===== src/hdl/usm_defs.svh =====
// register offsets, bit positions, reset values and timing counts
`ifndef USM_DEFS_SVH
`define USM_DEFS_SVH
`define USM_OFF_DATA     12'h000
`define USM_OFF_INT_EN   12'h004
`define USM_OFF_LINE_CTL 12'h00c
`define USM_OFF_MDM_CTL  12'h010
`define USM_OFF_LN_STAT  12'h014
`define USM_OFF_MDM_STAT 12'h018
`define USM_OFF_SCRATCH  12'h01c
`define USM_OFF_DIV_LO   12'h020
`define USM_OFF_DIV_HI   12'h024
`define USM_OFF_PART_ID  12'h028
`define USM_OFF_PART_REV 12'h02c
`define USM_OFF_ENH      12'h030
`define USM_OFF_XON      12'h034
`define USM_OFF_XOFF     12'h038
`define USM_MC_DTR       0
`define USM_MC_RTS       1
`define USM_MC_RING      2
`define USM_MC_INTEN     3
`define USM_MC_LOOP      4
`define USM_MC_XANY      5
`define USM_MC_PRESC     7
`define USM_MC_ENH_MASK  8'he4
`define USM_EF_ENH       4
`define USM_EF_ACTS      7
`define USM_LC_PEN       3
`define USM_LC_EVEN      4
`define USM_LC_BRK       6
`define USM_IE_RX        0
`define USM_IE_TX        1
`define USM_IE_LINE      2
`define USM_IE_MDM       3
`define USM_RST_BYTE     8'h00
`define USM_RST_SCRATCH  8'hff
`define USM_RST_DIV      16'h0001
`define USM_PRESC_LAST   2'h3
`define USM_OVS_LAST     4'hf
`define USM_OVS_MID      4'h7
`define USM_DATA_LAST    3'h7
`define USM_FRAME_PAR    4'hb
`define USM_FRAME_NOPAR  4'ha
`endif


===== src/hdl/usm_pkg.sv =====
// types shared by the status and modem control block
package usm_pkg;
   typedef struct packed {
      logic cd_n;
      logic ri_n;
      logic dsr_n;
      logic cts_n;
   } usm_modem_in_s;
   typedef struct packed {
      logic       brk;
      logic       fe;
      logic       pe;
      logic [7:0] data;
   } usm_rx_entry_s;
   typedef enum logic [2:0] {
      RX_IDLE  = 3'b000,
      RX_START = 3'b001,
      RX_DATA  = 3'b010,
      RX_PAR   = 3'b011,
      RX_STOP  = 3'b100,
      RX_BRK   = 3'b101
   } usm_rx_state_e;
endpackage : usm_pkg


===== src/hdl/usm_uart_regs.sv =====
// uart status and modem control registers with apb slave, rx fifo and tx path
// How it works
// in loopback, ring status follows modem control bit 2
// modem control bit 3 enables interrupt output driver in two-strobe mode
// in loopback, carrier status follows modem control bit 3
// modem control bit 4 selects loopback, clear after reset
// xon-any: any received char resumes tx; flow chars not stored; a received xoff with software flow control set still halts tx
// modem control bit 7 divides baud clock input by four
// line status bit 0 set while receive fifo holds data
// char completing with full fifo sets overrun, fifo untouched
// parity error flag belongs to character at read position
// framing error flag belongs to character at read position
// break loads one char, flag held until line idle
// holding empty sets on hand-over, clears on host write
// transmitter empty only when holding and shifter both empty
// line status bit 7 set while any fifo char has error
// delta bits set on change since last read, raise interrupt
// ring delta sets only on ring input low to high
// auto cts: high cts halts after current char, low resumes
// modem status high bits read inverted pins or loopback sources
// scratch register resets to all ones
// baud tick is prescaled clock over 16 and divisor
// software zeroes divisor before reading identification registers
// software clears flow control selects before new setting
// modem control bits 2,5,6,7 writable only with enhanced enable
// loopback routes tx to rx, external tx held idle
//
// Our own choices: the address map and the APB register port.
`timescale 1ns/1ps
`include "usm_defs.svh"
module usm_uart_regs #(
   parameter int          FIFO_DEPTH = 16,
   parameter int          PTR_W      = 4,
   parameter logic [7:0]  PART_ID    = 8'h5a,  // arbitrary value
   parameter logic [7:0]  PART_REV   = 8'h0a   // arbitrary value
) (
   input  wire logic                   pclk,
   input  wire logic                   presetn,
   input  wire logic                   ce,
   input  wire logic                   psel,
   input  wire logic                   penable,
   input  wire logic                   pwrite,
   input  wire logic [11:0]            paddr,
   input  wire logic [31:0]            pwdata,
   output      logic [31:0]            prdata,
   output      logic                   pready,
   output      logic                   pslverr,
   input  wire logic                   single_strobe,
   input  wire logic                   rxd,
   input  wire usm_pkg::usm_modem_in_s modem_in,
   output      logic                   txd,
   output      logic                   rts_n,
   output      logic                   irq,
   output      logic                   irq_oe
);
   import usm_pkg::*;

   // apb access phase, one wait state so answers come from flops
   logic        acc, done, wr, rd;
   logic [7:0]  wb;
   assign acc  = psel & penable;
   assign done = acc & pready;
   assign wr   = done & pwrite;
   assign rd   = done & ~pwrite;
   assign wb   = pwdata[7:0];

   function automatic logic hit(input logic [11:0] a, input logic [11:0] off);
      hit = (a == off);
   endfunction : hit

   // control registers
   logic [7:0]  int_en_ff, line_ctl_ff, modem_control_ff, scratch_ff;
   logic [7:0]  enhanced_features_ff, xon_ff, xoff_ff;
   logic [15:0] div_ff;
   always_ff @(posedge pclk or negedge presetn) begin
      if (!presetn) begin
         int_en_ff            <= `USM_RST_BYTE;
         line_ctl_ff          <= `USM_RST_BYTE;
         modem_control_ff     <= `USM_RST_BYTE;
         scratch_ff           <= `USM_RST_SCRATCH;
         enhanced_features_ff <= `USM_RST_BYTE;
         xon_ff               <= `USM_RST_BYTE;
         xoff_ff              <= `USM_RST_BYTE;
         div_ff               <= `USM_RST_DIV;
      end else if (ce && wr) begin
         if (hit(paddr, `USM_OFF_INT_EN)) begin
            int_en_ff <= wb;
         end else if (hit(paddr, `USM_OFF_LINE_CTL)) begin
            line_ctl_ff <= wb;
         end else if (hit(paddr, `USM_OFF_MDM_CTL)) begin
            // enhanced bits keep their value unless enhanced enable is set
            if (enhanced_features_ff[`USM_EF_ENH]) begin
               modem_control_ff <= wb;
            end else begin
               modem_control_ff <= (wb & ~`USM_MC_ENH_MASK) |
                                   (modem_control_ff & `USM_MC_ENH_MASK);
            end
         end else if (hit(paddr, `USM_OFF_SCRATCH)) begin
            scratch_ff <= wb;
         end else if (hit(paddr, `USM_OFF_DIV_LO)) begin
            div_ff[7:0] <= wb;
         end else if (hit(paddr, `USM_OFF_DIV_HI)) begin
            div_ff[15:8] <= wb;
         end else if (hit(paddr, `USM_OFF_ENH)) begin
            enhanced_features_ff <= wb;
         end else if (hit(paddr, `USM_OFF_XON)) begin
            xon_ff <= wb;
         end else if (hit(paddr, `USM_OFF_XOFF)) begin
            xoff_ff <= wb;
         end
      end
   end

   logic loop, pen, even;
   assign loop = modem_control_ff[`USM_MC_LOOP];
   assign pen  = line_ctl_ff[`USM_LC_PEN];
   assign even = line_ctl_ff[`USM_LC_EVEN];

   // baud generator: optional divide by four, then divisor gives 16x tick
   logic [1:0]  presc_ff;
   logic [15:0] bcnt_ff;
   logic        tick_ff;
   logic        presc_hit;
   assign presc_hit = ~modem_control_ff[`USM_MC_PRESC] | (presc_ff == `USM_PRESC_LAST);
   always_ff @(posedge pclk or negedge presetn) begin
      if (!presetn) begin
         presc_ff <= '0;
         bcnt_ff  <= '0;
         tick_ff  <= 1'b0;
      end else if (ce) begin
         presc_ff <= presc_ff + 2'h1;
         tick_ff  <= 1'b0;
         // a zero divisor stops the generator rather than ticking every cycle
         if (presc_hit && div_ff != '0) begin
            if (bcnt_ff >= div_ff - 16'h1) begin
               bcnt_ff <= '0;
               tick_ff <= 1'b1;
            end else begin
               bcnt_ff <= bcnt_ff + 16'h1;
            end
         end
      end
   end

   // transmit holding register and shifter
   logic [7:0]  thold_ff;
   logic        thold_full_ff, tx_busy_ff, xoff_halt_ff;
   logic [10:0] tsh_ff;
   logic [3:0]  tx_bits_ff, tx_os_ff;
   logic        cts_halt, tx_load, tx_bit;
   assign cts_halt = enhanced_features_ff[`USM_EF_ACTS] &
                     (loop ? ~modem_control_ff[`USM_MC_RTS] : modem_in.cts_n);
   // halts are looked at only between characters, so a frame always completes
   assign tx_load  = thold_full_ff & ~tx_busy_ff & ~cts_halt & ~xoff_halt_ff;
   assign tx_bit   = tx_busy_ff ? tsh_ff[0] : 1'b1;
   always_ff @(posedge pclk or negedge presetn) begin
      if (!presetn) begin
         thold_ff      <= '0;
         thold_full_ff <= 1'b0;
      end else if (ce) begin
         if (wr && hit(paddr, `USM_OFF_DATA)) begin
            thold_ff      <= wb;
            thold_full_ff <= 1'b1;
         end else if (tx_load) begin
            thold_full_ff <= 1'b0;
         end
      end
   end
   always_ff @(posedge pclk or negedge presetn) begin
      if (!presetn) begin
         tx_busy_ff <= 1'b0;
         tsh_ff     <= '1;
         tx_bits_ff <= '0;
         tx_os_ff   <= '0;
      end else if (ce) begin
         if (tx_load) begin
            tx_busy_ff <= 1'b1;
            tsh_ff     <= {1'b1, pen ? (^thold_ff) ^ ~even : 1'b1, thold_ff, 1'b0};
            tx_bits_ff <= pen ? `USM_FRAME_PAR : `USM_FRAME_NOPAR;
            tx_os_ff   <= '0;
         end else if (tx_busy_ff && tick_ff) begin
            tx_os_ff <= tx_os_ff + 4'h1;
            if (tx_os_ff == `USM_OVS_LAST) begin
               tsh_ff     <= {1'b1, tsh_ff[10:1]};
               tx_bits_ff <= tx_bits_ff - 4'h1;
               if (tx_bits_ff == 4'h1) begin
                  tx_busy_ff <= 1'b0;
               end
            end
         end
      end
   end

   // receiver, fed from the transmitter in loopback
   logic          rx_line;
   usm_rx_state_e rx_st_ff;
   logic [3:0]    rx_os_ff;
   logic [2:0]    rx_bit_ff;
   logic [7:0]    rx_sh_ff;
   logic          rx_par_ff, rx_zero_ff, rx_done_ff;
   usm_rx_entry_s rx_ent_ff;
   assign rx_line = loop ? tx_bit : rxd;
   always_ff @(posedge pclk or negedge presetn) begin
      if (!presetn) begin
         rx_st_ff   <= RX_IDLE;
         rx_os_ff   <= '0;
         rx_bit_ff  <= '0;
         rx_sh_ff   <= '0;
         rx_par_ff  <= 1'b0;
         rx_zero_ff <= 1'b0;
         rx_done_ff <= 1'b0;
         rx_ent_ff  <= '0;
      end else if (ce) begin
         rx_done_ff <= 1'b0;
         if (tick_ff) begin
            rx_os_ff <= rx_os_ff + 4'h1;
            case (rx_st_ff)
               RX_IDLE: begin
                  rx_os_ff <= '0;
                  if (!rx_line) begin
                     rx_st_ff   <= RX_START;
                     rx_zero_ff <= 1'b1;
                  end
               end
               RX_START: begin
                  if (rx_os_ff == `USM_OVS_MID) begin
                     rx_os_ff  <= '0;
                     rx_bit_ff <= '0;
                     rx_st_ff  <= rx_line ? RX_IDLE : RX_DATA;
                  end
               end
               RX_DATA: begin
                  if (rx_os_ff == `USM_OVS_LAST) begin
                     rx_sh_ff   <= {rx_line, rx_sh_ff[7:1]};
                     rx_zero_ff <= rx_zero_ff & ~rx_line;
                     rx_bit_ff  <= rx_bit_ff + 3'h1;
                     if (rx_bit_ff == `USM_DATA_LAST) begin
                        rx_st_ff <= pen ? RX_PAR : RX_STOP;
                     end
                  end
               end
               RX_PAR: begin
                  if (rx_os_ff == `USM_OVS_LAST) begin
                     rx_par_ff  <= rx_line;
                     rx_zero_ff <= rx_zero_ff & ~rx_line;
                     rx_st_ff   <= RX_STOP;
                  end
               end
               RX_STOP: begin
                  if (rx_os_ff == `USM_OVS_LAST) begin
                     rx_done_ff     <= 1'b1;
                     rx_ent_ff.data <= rx_sh_ff;
                     rx_ent_ff.pe   <= pen & ((^{rx_sh_ff, rx_par_ff}) == even);
                     rx_ent_ff.fe   <= ~rx_line;
                     rx_ent_ff.brk  <= rx_zero_ff & ~rx_line;
                     // a break frame enters the fifo once, then waits for idle
                     rx_st_ff       <= (rx_zero_ff & ~rx_line) ? RX_BRK : RX_IDLE;
                  end
               end
               RX_BRK: begin
                  if (rx_line) begin
                     rx_st_ff <= RX_IDLE;
                  end
               end
               default: rx_st_ff <= RX_IDLE;
            endcase
         end
      end
   end

   // software flow control on received characters
   logic sw_rx, is_xon, is_xoff, rx_flow_char;
   assign sw_rx        = enhanced_features_ff[1:0] != 2'b00;
   assign is_xon       = rx_ent_ff.data == xon_ff;
   assign is_xoff      = rx_ent_ff.data == xoff_ff;
   assign rx_flow_char = sw_rx & (is_xon | is_xoff);
   always_ff @(posedge pclk or negedge presetn) begin
      if (!presetn) begin
         xoff_halt_ff <= 1'b0;
      end else if (ce && rx_done_ff) begin
         if (sw_rx && is_xoff) begin
            xoff_halt_ff <= 1'b1;
         end else if ((sw_rx && is_xon) || modem_control_ff[`USM_MC_XANY]) begin
            xoff_halt_ff <= 1'b0;
         end
      end
   end

   // receive fifo with a running count of entries carrying an error
   usm_rx_entry_s            mem [FIFO_DEPTH];
   logic [PTR_W-1:0]         wp_ff, rp_ff;
   logic [PTR_W:0]           cnt_ff, err_cnt_ff;
   logic                     full, push, pop, push_err, pop_err;
   usm_rx_entry_s            head;
   assign full     = cnt_ff == (PTR_W+1)'(FIFO_DEPTH);
   assign push     = rx_done_ff & ~rx_flow_char & ~full;
   assign pop      = rd & hit(paddr, `USM_OFF_DATA) & (cnt_ff != '0);
   assign head     = (cnt_ff != '0) ? mem[rp_ff] : '0;
   assign push_err = push & (rx_ent_ff.pe | rx_ent_ff.fe | rx_ent_ff.brk);
   assign pop_err  = pop & (head.pe | head.fe | head.brk);
   always_ff @(posedge pclk) begin
      if (ce && push) begin
         mem[wp_ff] <= rx_ent_ff;
      end
   end
   always_ff @(posedge pclk or negedge presetn) begin
      if (!presetn) begin
         wp_ff      <= '0;
         rp_ff      <= '0;
         cnt_ff     <= '0;
         err_cnt_ff <= '0;
      end else if (ce) begin
         wp_ff      <= wp_ff + PTR_W'(push);
         rp_ff      <= rp_ff + PTR_W'(pop);
         cnt_ff     <= cnt_ff + (PTR_W+1)'(push) - (PTR_W+1)'(pop);
         err_cnt_ff <= err_cnt_ff + (PTR_W+1)'(push_err) - (PTR_W+1)'(pop_err);
      end
   end

   // overrun flag, cleared by reading line status; a new overrun wins
   logic ovr_ff;
   always_ff @(posedge pclk or negedge presetn) begin
      if (!presetn) begin
         ovr_ff <= 1'b0;
      end else if (ce) begin
         if (rx_done_ff && !rx_flow_char && full) begin
            ovr_ff <= 1'b1;
         end else if (rd && hit(paddr, `USM_OFF_LN_STAT)) begin
            ovr_ff <= 1'b0;
         end
      end
   end

   logic [7:0] line_status;
   assign line_status = {err_cnt_ff != '0,
                         ~thold_full_ff & ~tx_busy_ff,
                         ~thold_full_ff,
                         head.brk | (rx_st_ff == RX_BRK),
                         head.fe,
                         head.pe,
                         ovr_ff,
                         cnt_ff != '0};

   // modem status levels and deltas since the last read
   logic [3:0] lvl, lvl_q_ff, delta_ff;
   logic       lvl_ok_ff;
   assign lvl = loop ? {modem_control_ff[`USM_MC_INTEN],
                        modem_control_ff[`USM_MC_RING],
                        modem_control_ff[`USM_MC_DTR],
                        modem_control_ff[`USM_MC_RTS]}
                     : ~{modem_in.cd_n, modem_in.ri_n, modem_in.dsr_n, modem_in.cts_n};
   always_ff @(posedge pclk or negedge presetn) begin
      if (!presetn) begin
         lvl_q_ff  <= '0;
         lvl_ok_ff <= 1'b0;
         delta_ff  <= '0;
      end else if (ce) begin
         lvl_q_ff  <= lvl;
         lvl_ok_ff <= 1'b1;
         // a change seen in the read cycle survives the clear
         for (int i = 0; i < 4; i++) begin
            if (lvl_ok_ff && ((i == 2) ? (lvl_q_ff[i] & ~lvl[i])
                                       : (lvl_q_ff[i] ^ lvl[i]))) begin
               delta_ff[i] <= 1'b1;
            end else if (rd && hit(paddr, `USM_OFF_MDM_STAT)) begin
               delta_ff[i] <= 1'b0;
            end
         end
      end
   end

   // read mux, unmapped addresses answer with an error
   logic [7:0] rbyte;
   logic       rmiss;
   always_comb begin
      rbyte = '0;
      rmiss = 1'b0;
      if (hit(paddr, `USM_OFF_DATA)) begin
         rbyte = head.data;
      end else if (hit(paddr, `USM_OFF_INT_EN)) begin
         rbyte = int_en_ff;
      end else if (hit(paddr, `USM_OFF_LINE_CTL)) begin
         rbyte = line_ctl_ff;
      end else if (hit(paddr, `USM_OFF_MDM_CTL)) begin
         rbyte = modem_control_ff;
      end else if (hit(paddr, `USM_OFF_LN_STAT)) begin
         rbyte = line_status;
      end else if (hit(paddr, `USM_OFF_MDM_STAT)) begin
         rbyte = {lvl, delta_ff};
      end else if (hit(paddr, `USM_OFF_SCRATCH)) begin
         rbyte = scratch_ff;
      end else if (hit(paddr, `USM_OFF_DIV_LO)) begin
         rbyte = div_ff[7:0];
      end else if (hit(paddr, `USM_OFF_DIV_HI)) begin
         rbyte = div_ff[15:8];
      end else if (hit(paddr, `USM_OFF_PART_ID)) begin
         rbyte = (div_ff == '0) ? PART_ID : 8'h00;
      end else if (hit(paddr, `USM_OFF_PART_REV)) begin
         rbyte = (div_ff == '0) ? PART_REV : 8'h00;
      end else if (hit(paddr, `USM_OFF_ENH)) begin
         rbyte = enhanced_features_ff;
      end else if (hit(paddr, `USM_OFF_XON) || hit(paddr, `USM_OFF_XOFF)) begin
         rbyte = '0;  // flow characters are write only
      end else begin
         rmiss = 1'b1;
      end
   end

   // apb answer one cycle after the access phase starts
   always_ff @(posedge pclk or negedge presetn) begin
      if (!presetn) begin
         pready  <= 1'b0;
         prdata  <= '0;
         pslverr <= 1'b0;
      end else if (ce) begin
         pready  <= acc & ~pready;
         pslverr <= acc & ~pready & rmiss;
         if (acc && !pready) begin
            prdata <= pwrite ? 32'h0 : {24'h0, rbyte};
         end
      end
   end

   // serial and interrupt pins
   always_ff @(posedge pclk or negedge presetn) begin
      if (!presetn) begin
         txd    <= 1'b1;
         rts_n  <= 1'b1;
         irq    <= 1'b0;
         irq_oe <= 1'b0;
      end else if (ce) begin
         // external line idles high while looped back
         txd    <= loop | (tx_bit & ~line_ctl_ff[`USM_LC_BRK]);
         rts_n  <= loop | ~modem_control_ff[`USM_MC_RTS];
         irq    <= (int_en_ff[`USM_IE_RX] & line_status[0]) |
                   (int_en_ff[`USM_IE_TX] & line_status[5]) |
                   (int_en_ff[`USM_IE_LINE] & (|line_status[4:1])) |
                   (int_en_ff[`USM_IE_MDM] & (|delta_ff));
         // single-strobe buses always drive the pin; software leaves bit 3 clear
         irq_oe <= single_strobe | modem_control_ff[`USM_MC_INTEN];
      end
   end
endmodule : usm_uart_regs


===== config.mk =====
export PLATFORM = sky130hd
export DESIGN_NAME = usm_uart_regs
export DESIGN_NICKNAME = d
export VERILOG_FILES = /design/src/hdl/usm_pkg.sv /design/src/hdl/usm_uart_regs.sv
export VERILOG_INCLUDE_DIRS = /design/src /design/src/hdl
export SDC_FILE = /design/constraint.sdc
export NUM_CORES = 1
export LEC_CHECK = 0
export BUFFER_PORTS_ARGS = -buffer_cell sky130_fd_sc_hd__buf_2
export CAP_MARGIN = 25
export CORE_MARGIN = 2
export CORE_UTILIZATION = 35
export DETAILED_ROUTE_END_ITERATION = 10
export PLACE_DENSITY_LB_ADDON = 0.08
export SLEW_MARGIN = 20
export SYNTH_ARGS = -nofsm -noshare
export SYNTH_HDL_FRONTEND = slang
export SYNTH_SLANG_ARGS = --single-unit

===== constraint.sdc =====
create_clock -name pclk -period 5.3 [get_ports pclk]
set_input_delay 0.795 -clock pclk [delete_from_list [all_inputs] [get_ports pclk]]
set_output_delay 0.795 -clock pclk [all_outputs]
set_load 0.01 [all_outputs]

==> results.py, run 1 <==
metrics = {
    "placed_design": {
        "numPortBuffers": 45,
        "place_area_sq_um": 19000,
        "gp_congestion": 0.879,
        "detailed_place_hpwl_mm": 33.2,
    },
    "layout": {
        "diodes": 0,
        "nFillCells": 4765,
        "final_cell_mix": "176 x edfxtp_1, 170 x dfrtp_1, 109 x mux2_2, 93 x nand2_1, 73 x o21ai_0",
        "fin_util_pct": 40.6,
        "stdcell_area_sq_um": 20400,
        "drive_gt1_share_pct": 24.4,
        "nets": 1555,
        "final_common_cell": "edfxtp_1",
        "syn_to_final_growth_pct": 14.1,
    },
    "clock_network": {
        "clock_sinks": 370,
        "ctsResizeCount": 0,
        "cts_setup_buffers": 0,
        "clkLatencyLatePin_ps": 570,
        "htreeDepth": 2,
        "cts_tree": "yes",
        "clk_path_buf_depth": 3,
        "clk_pin_slew_worst_paths_ps": 70,
        "cts_buffers": 44,
        "hold_buffers": 0,
        "cts_root_buf": "clkbuf_16",
    },
    "timing": {
        "hold_viol_final": 0,
        "drv_slew": 0,
        "min_period_ps": 4140,
        "fin_worst_skew_ps": 14.1,
        "setup_viol": 0,
        "finalCritPeriodShare_pct": 78.2,
        "setup_tns_ps": 0,
        "tightest_slew_ps": 954,
        "timing.fmax_mhz": 241,
        "relSlewSlack_pct": 35.8,
        "rsz0062_at_grt": "false",
    },
    "worst_hold_path": {
        "hold_path.class": "in -> async",
    },
    "route": {
        "ant_nets": 0,
        "wl_mm": 49.0,
        "initialDrtViolationCount": 968,
        "via_per_inst": 5.29,
        "drc": 0,
        "met1_length_mm": 24.3,
        "wl_met3_mm": 2.21,
        "wl_met2_mm": 21.5,
        "dr.pass1.iters": 5,
        "top_layer_used": "met4",
        "vias": 11400,
        "wl_per_cell_um": 22.7,
    },
    "yosys": {
        "synth-seq-area-share_pct": 56.8,
        "ys_ff_latch": 370,
        "synth_ff_type": "edfxtp_1",
        "synth_area_per_cell_sq_um": 12.9,
        "synth_area_sq_um": 17900,
        "yosys_warnings": 0,
        "synth_cell_type_count": 83,
        "synth_cells": 1386,
        "synth-edff-count": 176,
        "ys_async_sr_fraction_pct": 52.4,
    },
    "setup_path": {
        "reg2reg_slack_ps": 1160,
        "startpoint_type": "register",
        "path_max_fanout": 17,
        "regToRegEndpoint": "err_cnt_ff[4]$_DFFE_PN0P_",
        "reg2reg_depth": 16,
        "cp.arrival_ps": 4600,
        "rr_startpoint": "rp_ff[0]$_DFFE_PN0P_",
        "critical_path_class": "reg -> reg",
        "required_ps": 5760,
        "endpoint_kind": "register",
    },
    "pwr": {
        "irDropWorstVdd_mv": 0.216,
        "power_mw": 6.95,
        "p_leak_nw": 8.00,
        "power.density_nw_per_um2": 340,
    },
    "floorplan": {
        "fp.dieArea_sq_um": 52900,
        "start_util_pct": 35.6,
        "dieHeight_um": 230,
        "placementRows": 82,
        "dieWidth_um": 230,
        "fp.coreArea_sq_um": 50300,
        "io_pins": 94,
    },
    "global_routing": {
        "gr-total-overflow": 0,
        "grt_max_degree": 110,
        "antenna_found_initial": 1,
        "first_global_vias": 11500,
        "grt_pass1_wl_mm": 74.6,
        "track_usage_pct": 18.8,
    },
    "flow_run": {
        "cap_violations": 0,
    },
    "status": {
        "status": "finished clean",
    },
}
## through the flow
step	setup slack (ps)	cells	hold WS, ps
3_3_place_gp	1070	2081	464
4_1_cts	1100	2162	369
5_1_grt	876	2162	401
6_report	1160	2162	330
2_1_floorplan	1410	1409	442
3_5_place_dp	1040	2081	468
## where the power goes
part           leakage (nW)  internal [mW]  total (mW)  switching, mW
Sequential             4.14           3.09        3.23          0.141
Clock                 0.686           1.76        2.96           1.21
Combinational          3.17          0.327       0.751          0.425
## cells by family after synthesis
family | synth area share (%)
flops | 56.8
simple gates | 10.8
fa+ha+maj | 3.16
xor+xnor | 3.92
buf+inv | 3.22
other cells | 0.0210
compound gates | 8.24
mux | 13.9
## state kept, by name, summed over array words and instances, names as in the netlist, 10 cells and up
name	flops
tsh_ff	10
rx_ent_ff	11
div_ff	16
bcnt_ff	16
mem	176
## metal layers
metal / vias up / track usage, %
met5: - / 0
met4: 0 / 4.35
met3: 67 / 3.17
met2: 231 / 28.0
met1: 5859 / 28.4
li1: 5286 / -
## synthesized netlist by cell type, types with 37 or more instances
| master | count | area (sq um) |
|---|---|---|
| nor2_1 | 71 | 267 |
| xnor2_1 | 59 | 517 |
| mux4_2 | 44 | 991 |
| nand3_1 | 41 | 205 |
| ha_1 | 42 | 526 |
| dfrtp_1 | 173 | 4330 |
| edfxtp_1 | 176 | 5290 |
| o21ai_0 | 73 | 365 |
| nand2_1 | 93 | 349 |
| mux2_2 | 109 | 1230 |
| inv_1 | 37 | 139 |
| a21oi_1 | 53 | 265 |
## cell type report
| class | instances | area [sq um] | area share, % |
|---|---|---|---|
| inverters | 38 | 143 | 0.699 |
| clock inverters | 16 | 141 | 0.693 |
| well taps | 672 | 841 | 4.12 |
| repair buffers | 82 | 512 | 2.51 |
| clock buffers | 65 | 1270 | 6.22 |
| flip-flops and latches | 370 | 10200 | 49.8 |
| multi-input cells | 919 | 7330 | 35.9 |
## worst max-delay path, cell delays in order (launching register included)
cell and delay (ps):
dfrtp_2 700, buf_4 370, mux4_2 550, a22oi_1 340, nand2_1 150, nor3_1 260
nor2b_1 110, ha_1 280, inv_1 40, ha_1 200, fa_1 410, a21oi_1 150
nor2_1 50, nor2_1 110, xnor2_1 120, nand2_1 80, xnor2_1 130
## how the worst max path moves through the flow
stage / startpoint / endpoint / slack [ps]
detailed placement: paddr[1] / err_cnt_ff[4]$_DFFE_PN0P_ / 1040
CTS: rp_ff[0]$_DFFE_PN0P_ / err_cnt_ff[4]$_DFFE_PN0P_ / 1100
global route: rp_ff[0]$_DFFE_PN0P_ / err_cnt_ff[4]$_DFFE_PN0P_ / 880
global placement: paddr[1] / err_cnt_ff[4]$_DFFE_PN0P_ / 1070
finish: rp_ff[0]$_DFFE_PN0P_ / err_cnt_ff[4]$_DFFE_PN0P_ / 1160
floorplan: paddr[1] / err_cnt_ff[4]$_DFFE_PN0P_ / 1410
(Power assumes the default switching activity.)
==> inputs of run 2 (changes only) <==
==> constraint.sdc (replaced) <==
create_clock -name pclk -period 3.75 [get_ports pclk]
set_input_delay 0.5625 -clock pclk [delete_from_list [all_inputs] [get_ports pclk]]
set_output_delay 0.5625 -clock pclk [all_outputs]
set_load 0.01 [all_outputs]
==> results.py, run 2 (same netlist as run 1, synthesis figures left out) <==
metrics = {
    "clock_network": {
        "clk_path_buf_depth": 3,
        "cts_tree": "yes",
        "clock_sinks": 370,
        "htreeDepth": 2,
        "cts_buffers": 44,
        "cts_root_buf": "clkbuf_16",
        "clk_pin_slew_worst_paths_ps": 60,
        "clkLatencyLatePin_ps": 590,
        "hold_buffers": 0,
    },
    "floorplan": {
        "dieHeight_um": 230,
        "placementRows": 82,
        "io_pins": 94,
        "start_util_pct": 35.6,
        "fp.coreArea_sq_um": 50300,
        "dieWidth_um": 230,
        "fp.dieArea_sq_um": 52900,
    },
    "global_routing": {
        "grt_max_degree": 76,
        "antenna_found_initial": 1,
        "grt_pass1_wl_mm": 75.6,
        "track_usage_pct": 18.9,
        "gr-total-overflow": 0,
        "first_global_vias": 11700,
    },
    "timing": {
        "tightest_slew_ps": 969,
        "timing.fmax_mhz": 283,
        "relSlewSlack_pct": 34.7,
        "setup_ws_ps": 217,
        "whs_ps": -7.02,
        "fin_worst_skew_ps": 14.1,
        "min_period_ps": 3530,
        "drv_slew": 0,
        "hold_viol_final": 4,
        "setup_viol": 0,
        "setup_tns_ps": 0,
        "finalCritPeriodShare_pct": 94.2,
        "rsz0062_at_grt": "false",
    },
    "layout": {
        "finalNonFillerCells": 2210,
        "diodes": 0,
        "reg_top3": "mem x176, bcnt_ff x16, div_ff x16",
        "fin_util_pct": 41.4,
        "regMostFlops": "mem",
        "largest_register_ffs": 176,
        "final_common_cell": "edfxtp_1",
        "syn_to_final_growth_pct": 16.4,
        "final_cell_mix": "176 x edfxtp_1, 170 x dfrtp_1, 109 x mux2_2, 93 x nand2_1, 82 x buf_4",
        "stdcell_area_sq_um": 20800,
        "nets": 1602,
        "drive_gt1_share_pct": 27.1,
    },
    "setup_path": {
        "reg2reg_depth": 15,
        "rr_startpoint": "rp_ff[0]$_DFFE_PN0P_",
        "startpoint_type": "register",
        "critical_path_class": "reg -> reg",
        "required_ps": 4220,
        "path_max_fanout": 7,
        "cp.arrival_ps": 4000,
        "cp_num_cells": 15,
        "cp_cell_sequence": "mux4_2 -> mux4_2 -> nor3_2 -> buf_4 -> nor2b_1 -> ha_1 -> inv_1 -> ha_1 -> fa_2 -> a21oi_1 -> nor2_1 -> nor2_1 -> xnor2_1 -> nand2_1 -> xnor2_1",
        "cp_slowest_cell": "mux4_2",
        "cp_num_buf_inv": 2,
        "path_delay_family": "multiplexers",
        "slowest_delay_ps": 530,
        "endpoint_kind": "register",
        "reg2reg_slack_ps": 220,
        "startpoint": "rp_ff[0]$_DFFE_PN0P_",
    },
    "placed_design": {
        "placed_cells": 2127,
        "post-place-ws_ps": -39.4,
        "numPortBuffers": 45,
        "detailed_place_hpwl_mm": 34.0,
        "gp_congestion": 0.872,
        "place_area_sq_um": 19400,
    },
    "route": {
        "wl_per_cell_um": 22.1,
        "ant_nets": 0,
        "vias": 11600,
        "met1_length_mm": 24.4,
        "dr.pass1.iters": 5,
        "top_layer_used": "met4",
        "drc": 0,
        "wl_met3_mm": 2.28,
        "via_per_inst": 5.26,
        "initialDrtViolationCount": 907,
        "wl_mm": 48.9,
        "wl_met2_mm": 21.3,
    },
    "pwr": {
        "power.density_nw_per_um2": 478,
        "power_mw": 9.96,
        "p_leak_nw": 8.26,
        "irDropWorstVdd_mv": 0.295,
    },
    "worst_hold_path": {
        "hold_path.class": "in -> async",
    },
    "status": {
        "violations": "negative hold slack",
        "status": "finished, violations left",
    },
    "flow_run": {
        "cap_violations": 0,
    },
}
## run 2: cell types whose count changed in the layout (fill, tap and decap cells not counted), moves of 2 or more
| cell | previous run | this run |
|---|---|---|
| buf_4 | 37 | 82 |
| clkinv_1 | 9 | 2 |
| clkbuf_1 | 12 | 17 |
| clkinv_2 | 2 | 5 |
| buf_12 | 0 | 2 |
| clkbuf_8 | 10 | 8 |
| inv_16 | 0 | 2 |
| inv_6 | 2 | 0 |
## run 2: final cells by class
class / count / area [sq um]
clock inverters: 13 / 153
multi-input cells: 919 / 7350
fillers: 4811 / 29400
flip-flops and latches: 370 / 10200
repair buffers: 129 / 890
well taps: 672 / 841
inverters: 38 / 143
clock buffers: 69 / 1290
## run 2: what timing repair did
item	CTS	global route
resized for setup	0	3
endpoints found under the setup margin	0	1
buffers inserted	0	1
## run 2: worst paths after layout
check | end
max in group asynchronous | txd$_DFFE_PN1P_
worst max register to register | err_cnt_ff[4]$_DFFE_PN0P_
worst min-delay path | enhanced_features_ff[3]$_DFFE_PN0P_
worst min register to register | tsh_ff[6]$_DFFE_PN1P_
min in group pclk | irq_oe$_DFFE_PN0P_
worst max-delay path | err_cnt_ff[4]$_DFFE_PN0P_
## run 2: report_power, final
group	switching, mW	leakage, nW	total, mW	internal, mW
logic	0.623	3.42	1.12	0.495
clock network	1.76	0.698	4.28	2.51
registers	0.195	4.14	4.57	4.37
total	2.58	8.26	9.96	7.38
## run 2: routing by layer
layer | vias up | GRT usage (%)
met4 | 0 | 5.08
met5 | - | 0
met3 | 68 | 3.09
met2 | 263 | 28.0
li1 | 5354 | -
met1 | 5933 | 28.7
==> inputs of run 3 (changes only) <==
--- a/config.mk
+++ b/config.mk
@@ -10,6 +10,7 @@
 export CAP_MARGIN = 25
 export CORE_MARGIN = 2
 export CORE_UTILIZATION = 35
+export CTS_CLUSTER_DIAMETER = 50
 export DETAILED_ROUTE_END_ITERATION = 10
 export PLACE_DENSITY_LB_ADDON = 0.08
 export SLEW_MARGIN = 20
==> constraint.sdc (replaced) <==
create_clock -name pclk -period 3.4 [get_ports pclk]
set_input_delay 0.51 -clock pclk [delete_from_list [all_inputs] [get_ports pclk]]
set_output_delay 0.51 -clock pclk [all_outputs]
set_load 0.01 [all_outputs]
==> results.py, run 3 (same netlist as run 1, synthesis figures left out) <==
metrics = {
    "status": {
        "status": "finished, violations left",
        "violations": "negative setup slack",
    },
    "setup_path": {
        "rr_startpoint": "rp_ff[0]$_DFFE_PN0P_",
        "slowest_delay_ps": 530,
        "reg2reg_slack_ps": -40,
        "cp_slowest_cell": "mux4_2",
        "cp_cell_sequence": "buf_12 -> mux4_2 -> mux4_2 -> nor3_2 -> buf_4 -> nor2b_4 -> ha_4 -> inv_2 -> ha_4 -> fa_2 -> a21oi_2 -> nor2_1 -> nor2_1 -> xnor2_1 -> nand2_1 -> xnor2_1",
        "cp.arrival_ps": 3910,
        "path_max_fanout": 6,
        "startpoint_type": "register",
        "reg2reg_depth": 16,
        "regToRegEndpoint": "err_cnt_ff[4]$_DFFE_PN0P_",
        "cp_num_buf_inv": 3,
        "required_ps": 3870,
        "critical_path_class": "reg -> reg",
        "path_delay_family": "multiplexers",
        "endpoint_kind": "register",
    },
    "timing": {
        "relSlewSlack_pct": 34.2,
        "setup_viol": 1,
        "finalCritPeriodShare_pct": 101,
        "fin_worst_skew_ps": 18.7,
        "min_period_ps": 3440,
        "setup_ws_ps": -40.8,
        "hold_viol_final": 0,
        "whs_ps": 5.08,
        "timing.fmax_mhz": 291,
        "drv_slew": 0,
        "rsz0062_at_grt": "true",
        "tightest_slew_ps": 977,
    },
    "global_routing": {
        "track_usage_pct": 19.3,
        "first_global_vias": 12000,
        "grt_pass1_wl_mm": 76.8,
        "gr-total-overflow": 0,
        "antenna_found_initial": 1,
        "grt_max_degree": 86,
    },
    "layout": {
        "fin_util_pct": 42.5,
        "regMostFlops": "mem",
        "reg_top3": "mem x176, bcnt_ff x16, div_ff x16",
        "final_common_cell": "edfxtp_1",
        "stdcell_area_sq_um": 21400,
        "diodes": 0,
        "largest_register_ffs": 176,
        "final_cell_mix": "176 x edfxtp_1, 170 x dfrtp_1, 109 x mux2_2, 108 x buf_4, 93 x nand2_1",
        "drive_gt1_share_pct": 29.9,
        "syn_to_final_growth_pct": 19.4,
        "nets": 1639,
    },
    "placed_design": {
        "detailed_place_hpwl_mm": 34.8,
        "numPortBuffers": 45,
        "place_area_sq_um": 19600,
        "gp_congestion": 0.876,
    },
    "clock_network": {
        "clkLatencyLatePin_ps": 590,
        "clk_pin_slew_worst_paths_ps": 60,
        "clk_path_buf_depth": 3,
        "cts_root_buf": "clkbuf_16",
        "cts_buffers": 52,
        "clock_sinks": 370,
        "cts_tree": "yes",
        "htreeDepth": 2,
    },
    "route": {
        "dr.pass1.iters": 5,
        "wl_mm": 50.2,
        "ant_nets": 0,
        "vias": 11800,
        "via_per_inst": 5.24,
        "wl_per_cell_um": 22.2,
        "initialDrtViolationCount": 881,
        "drc": 0,
    },
    "floorplan": {
        "placementRows": 82,
        "io_pins": 94,
        "fp.dieArea_sq_um": 52900,
        "dieHeight_um": 230,
        "dieWidth_um": 230,
        "start_util_pct": 35.6,
        "fp.coreArea_sq_um": 50300,
    },
    "worst_hold_path": {
        "hold_path.class": "in -> async",
    },
    "pwr": {
        "p_leak_nw": 8.51,
        "irDropWorstVdd_mv": 0.376,
        "power.density_nw_per_um2": 541,
    },
    "flow_run": {
        "cap_violations": 0,
    },
}
-- run 3: cell count changes in the layout (fill, tap and decap cells not counted), moves of 3 or more --
cell,before,now
clkinvlp_4,2,7
clkbuf_8,8,5
clkbuf_1,17,13
clkbuf_16,45,53
inv_6,0,5
clkinv_4,1,6
buf_4,82,108
-- run 3: worst max-delay path by stage --
stage | depth (start not counted) | start | endpoint | slack (ps)
after global placement | 16 | paddr[1] | err_cnt_ff[4]$_DFFE_PN0P_ | -240
final | 16 | rp_ff[0]$_DFFE_PN0P_ | err_cnt_ff[4]$_DFFE_PN0P_ | -40
after global routing | 16 | rp_ff[0]$_DFFE_PN0P_ | err_cnt_ff[4]$_DFFE_PN0P_ | -220
after floorplan | 15 | paddr[1] | err_cnt_ff[4]$_DFFE_PN0P_ | -60
after CTS | 16 | rp_ff[0]$_DFFE_PN0P_ | err_cnt_ff[4]$_DFFE_PN0P_ | -70
after detailed placement | 16 | paddr[1] | err_cnt_ff[4]$_DFFE_PN0P_ | -220
-- run 3: worst reg2reg max path: stages (launching register included) --
cell     delay, ps
dfrtp_2        390
buf_12         130
mux4_2         490
mux4_2         530
nor3_2         190
buf_4          150
nor2b_4         50
ha_4           250
inv_2           40
ha_4           150
fa_2           340
a21oi_2        120
nor2_1          50
nor2_1         100
xnor2_1        120
nand2_1         80
xnor2_1        130
-- run 3: layout make-up --
type	instances	area, sq um
flip-flops and latches	370	10200
well taps	672	841
clock inverters	28	245
repair buffers	158	1130
clock buffers	70	1430
multi-input cells	919	7410
inverters	38	143
fillers	4756	28900
-- run 3: report_power, final --
part           internal, mW  leakage, nW  switching (mW)
combinational         0.582         3.57           0.701
sequential             4.82         4.14           0.215
clock                  3.13        0.798            2.11
total                  8.53         8.51            3.03
-- run 3: layer usage --
metal,routed length (um),track usage [%]
met1,24900,29.1
met2,21800,28.5
met3,2400,3.21
met4,1110,5.60
met5,0,0
-- run 3: what timing repair did --
item                                    CTS  global route
endpoints found under the setup margin    1            16
pin swaps                                 8             8
setup buffers                             2             2
hold buffers                              0             0
resized for setup                         9             6
-- run 3: through the flow --
step | TNS (ps) | total power, mW | instances | setup slack, ps
global route | -229 | 12.1 | 2255 | -219
finish | -40.8 | 11.6 | 2255 | -40.8
global placement | -379 | 6.36 | 2153 | -237
floorplan | -86.7 | 5.96 | 1409 | -61.2
detailed placement | -401 | 6.37 | 2153 | -219
CTS | -71.8 | 11.7 | 2253 | -71.8
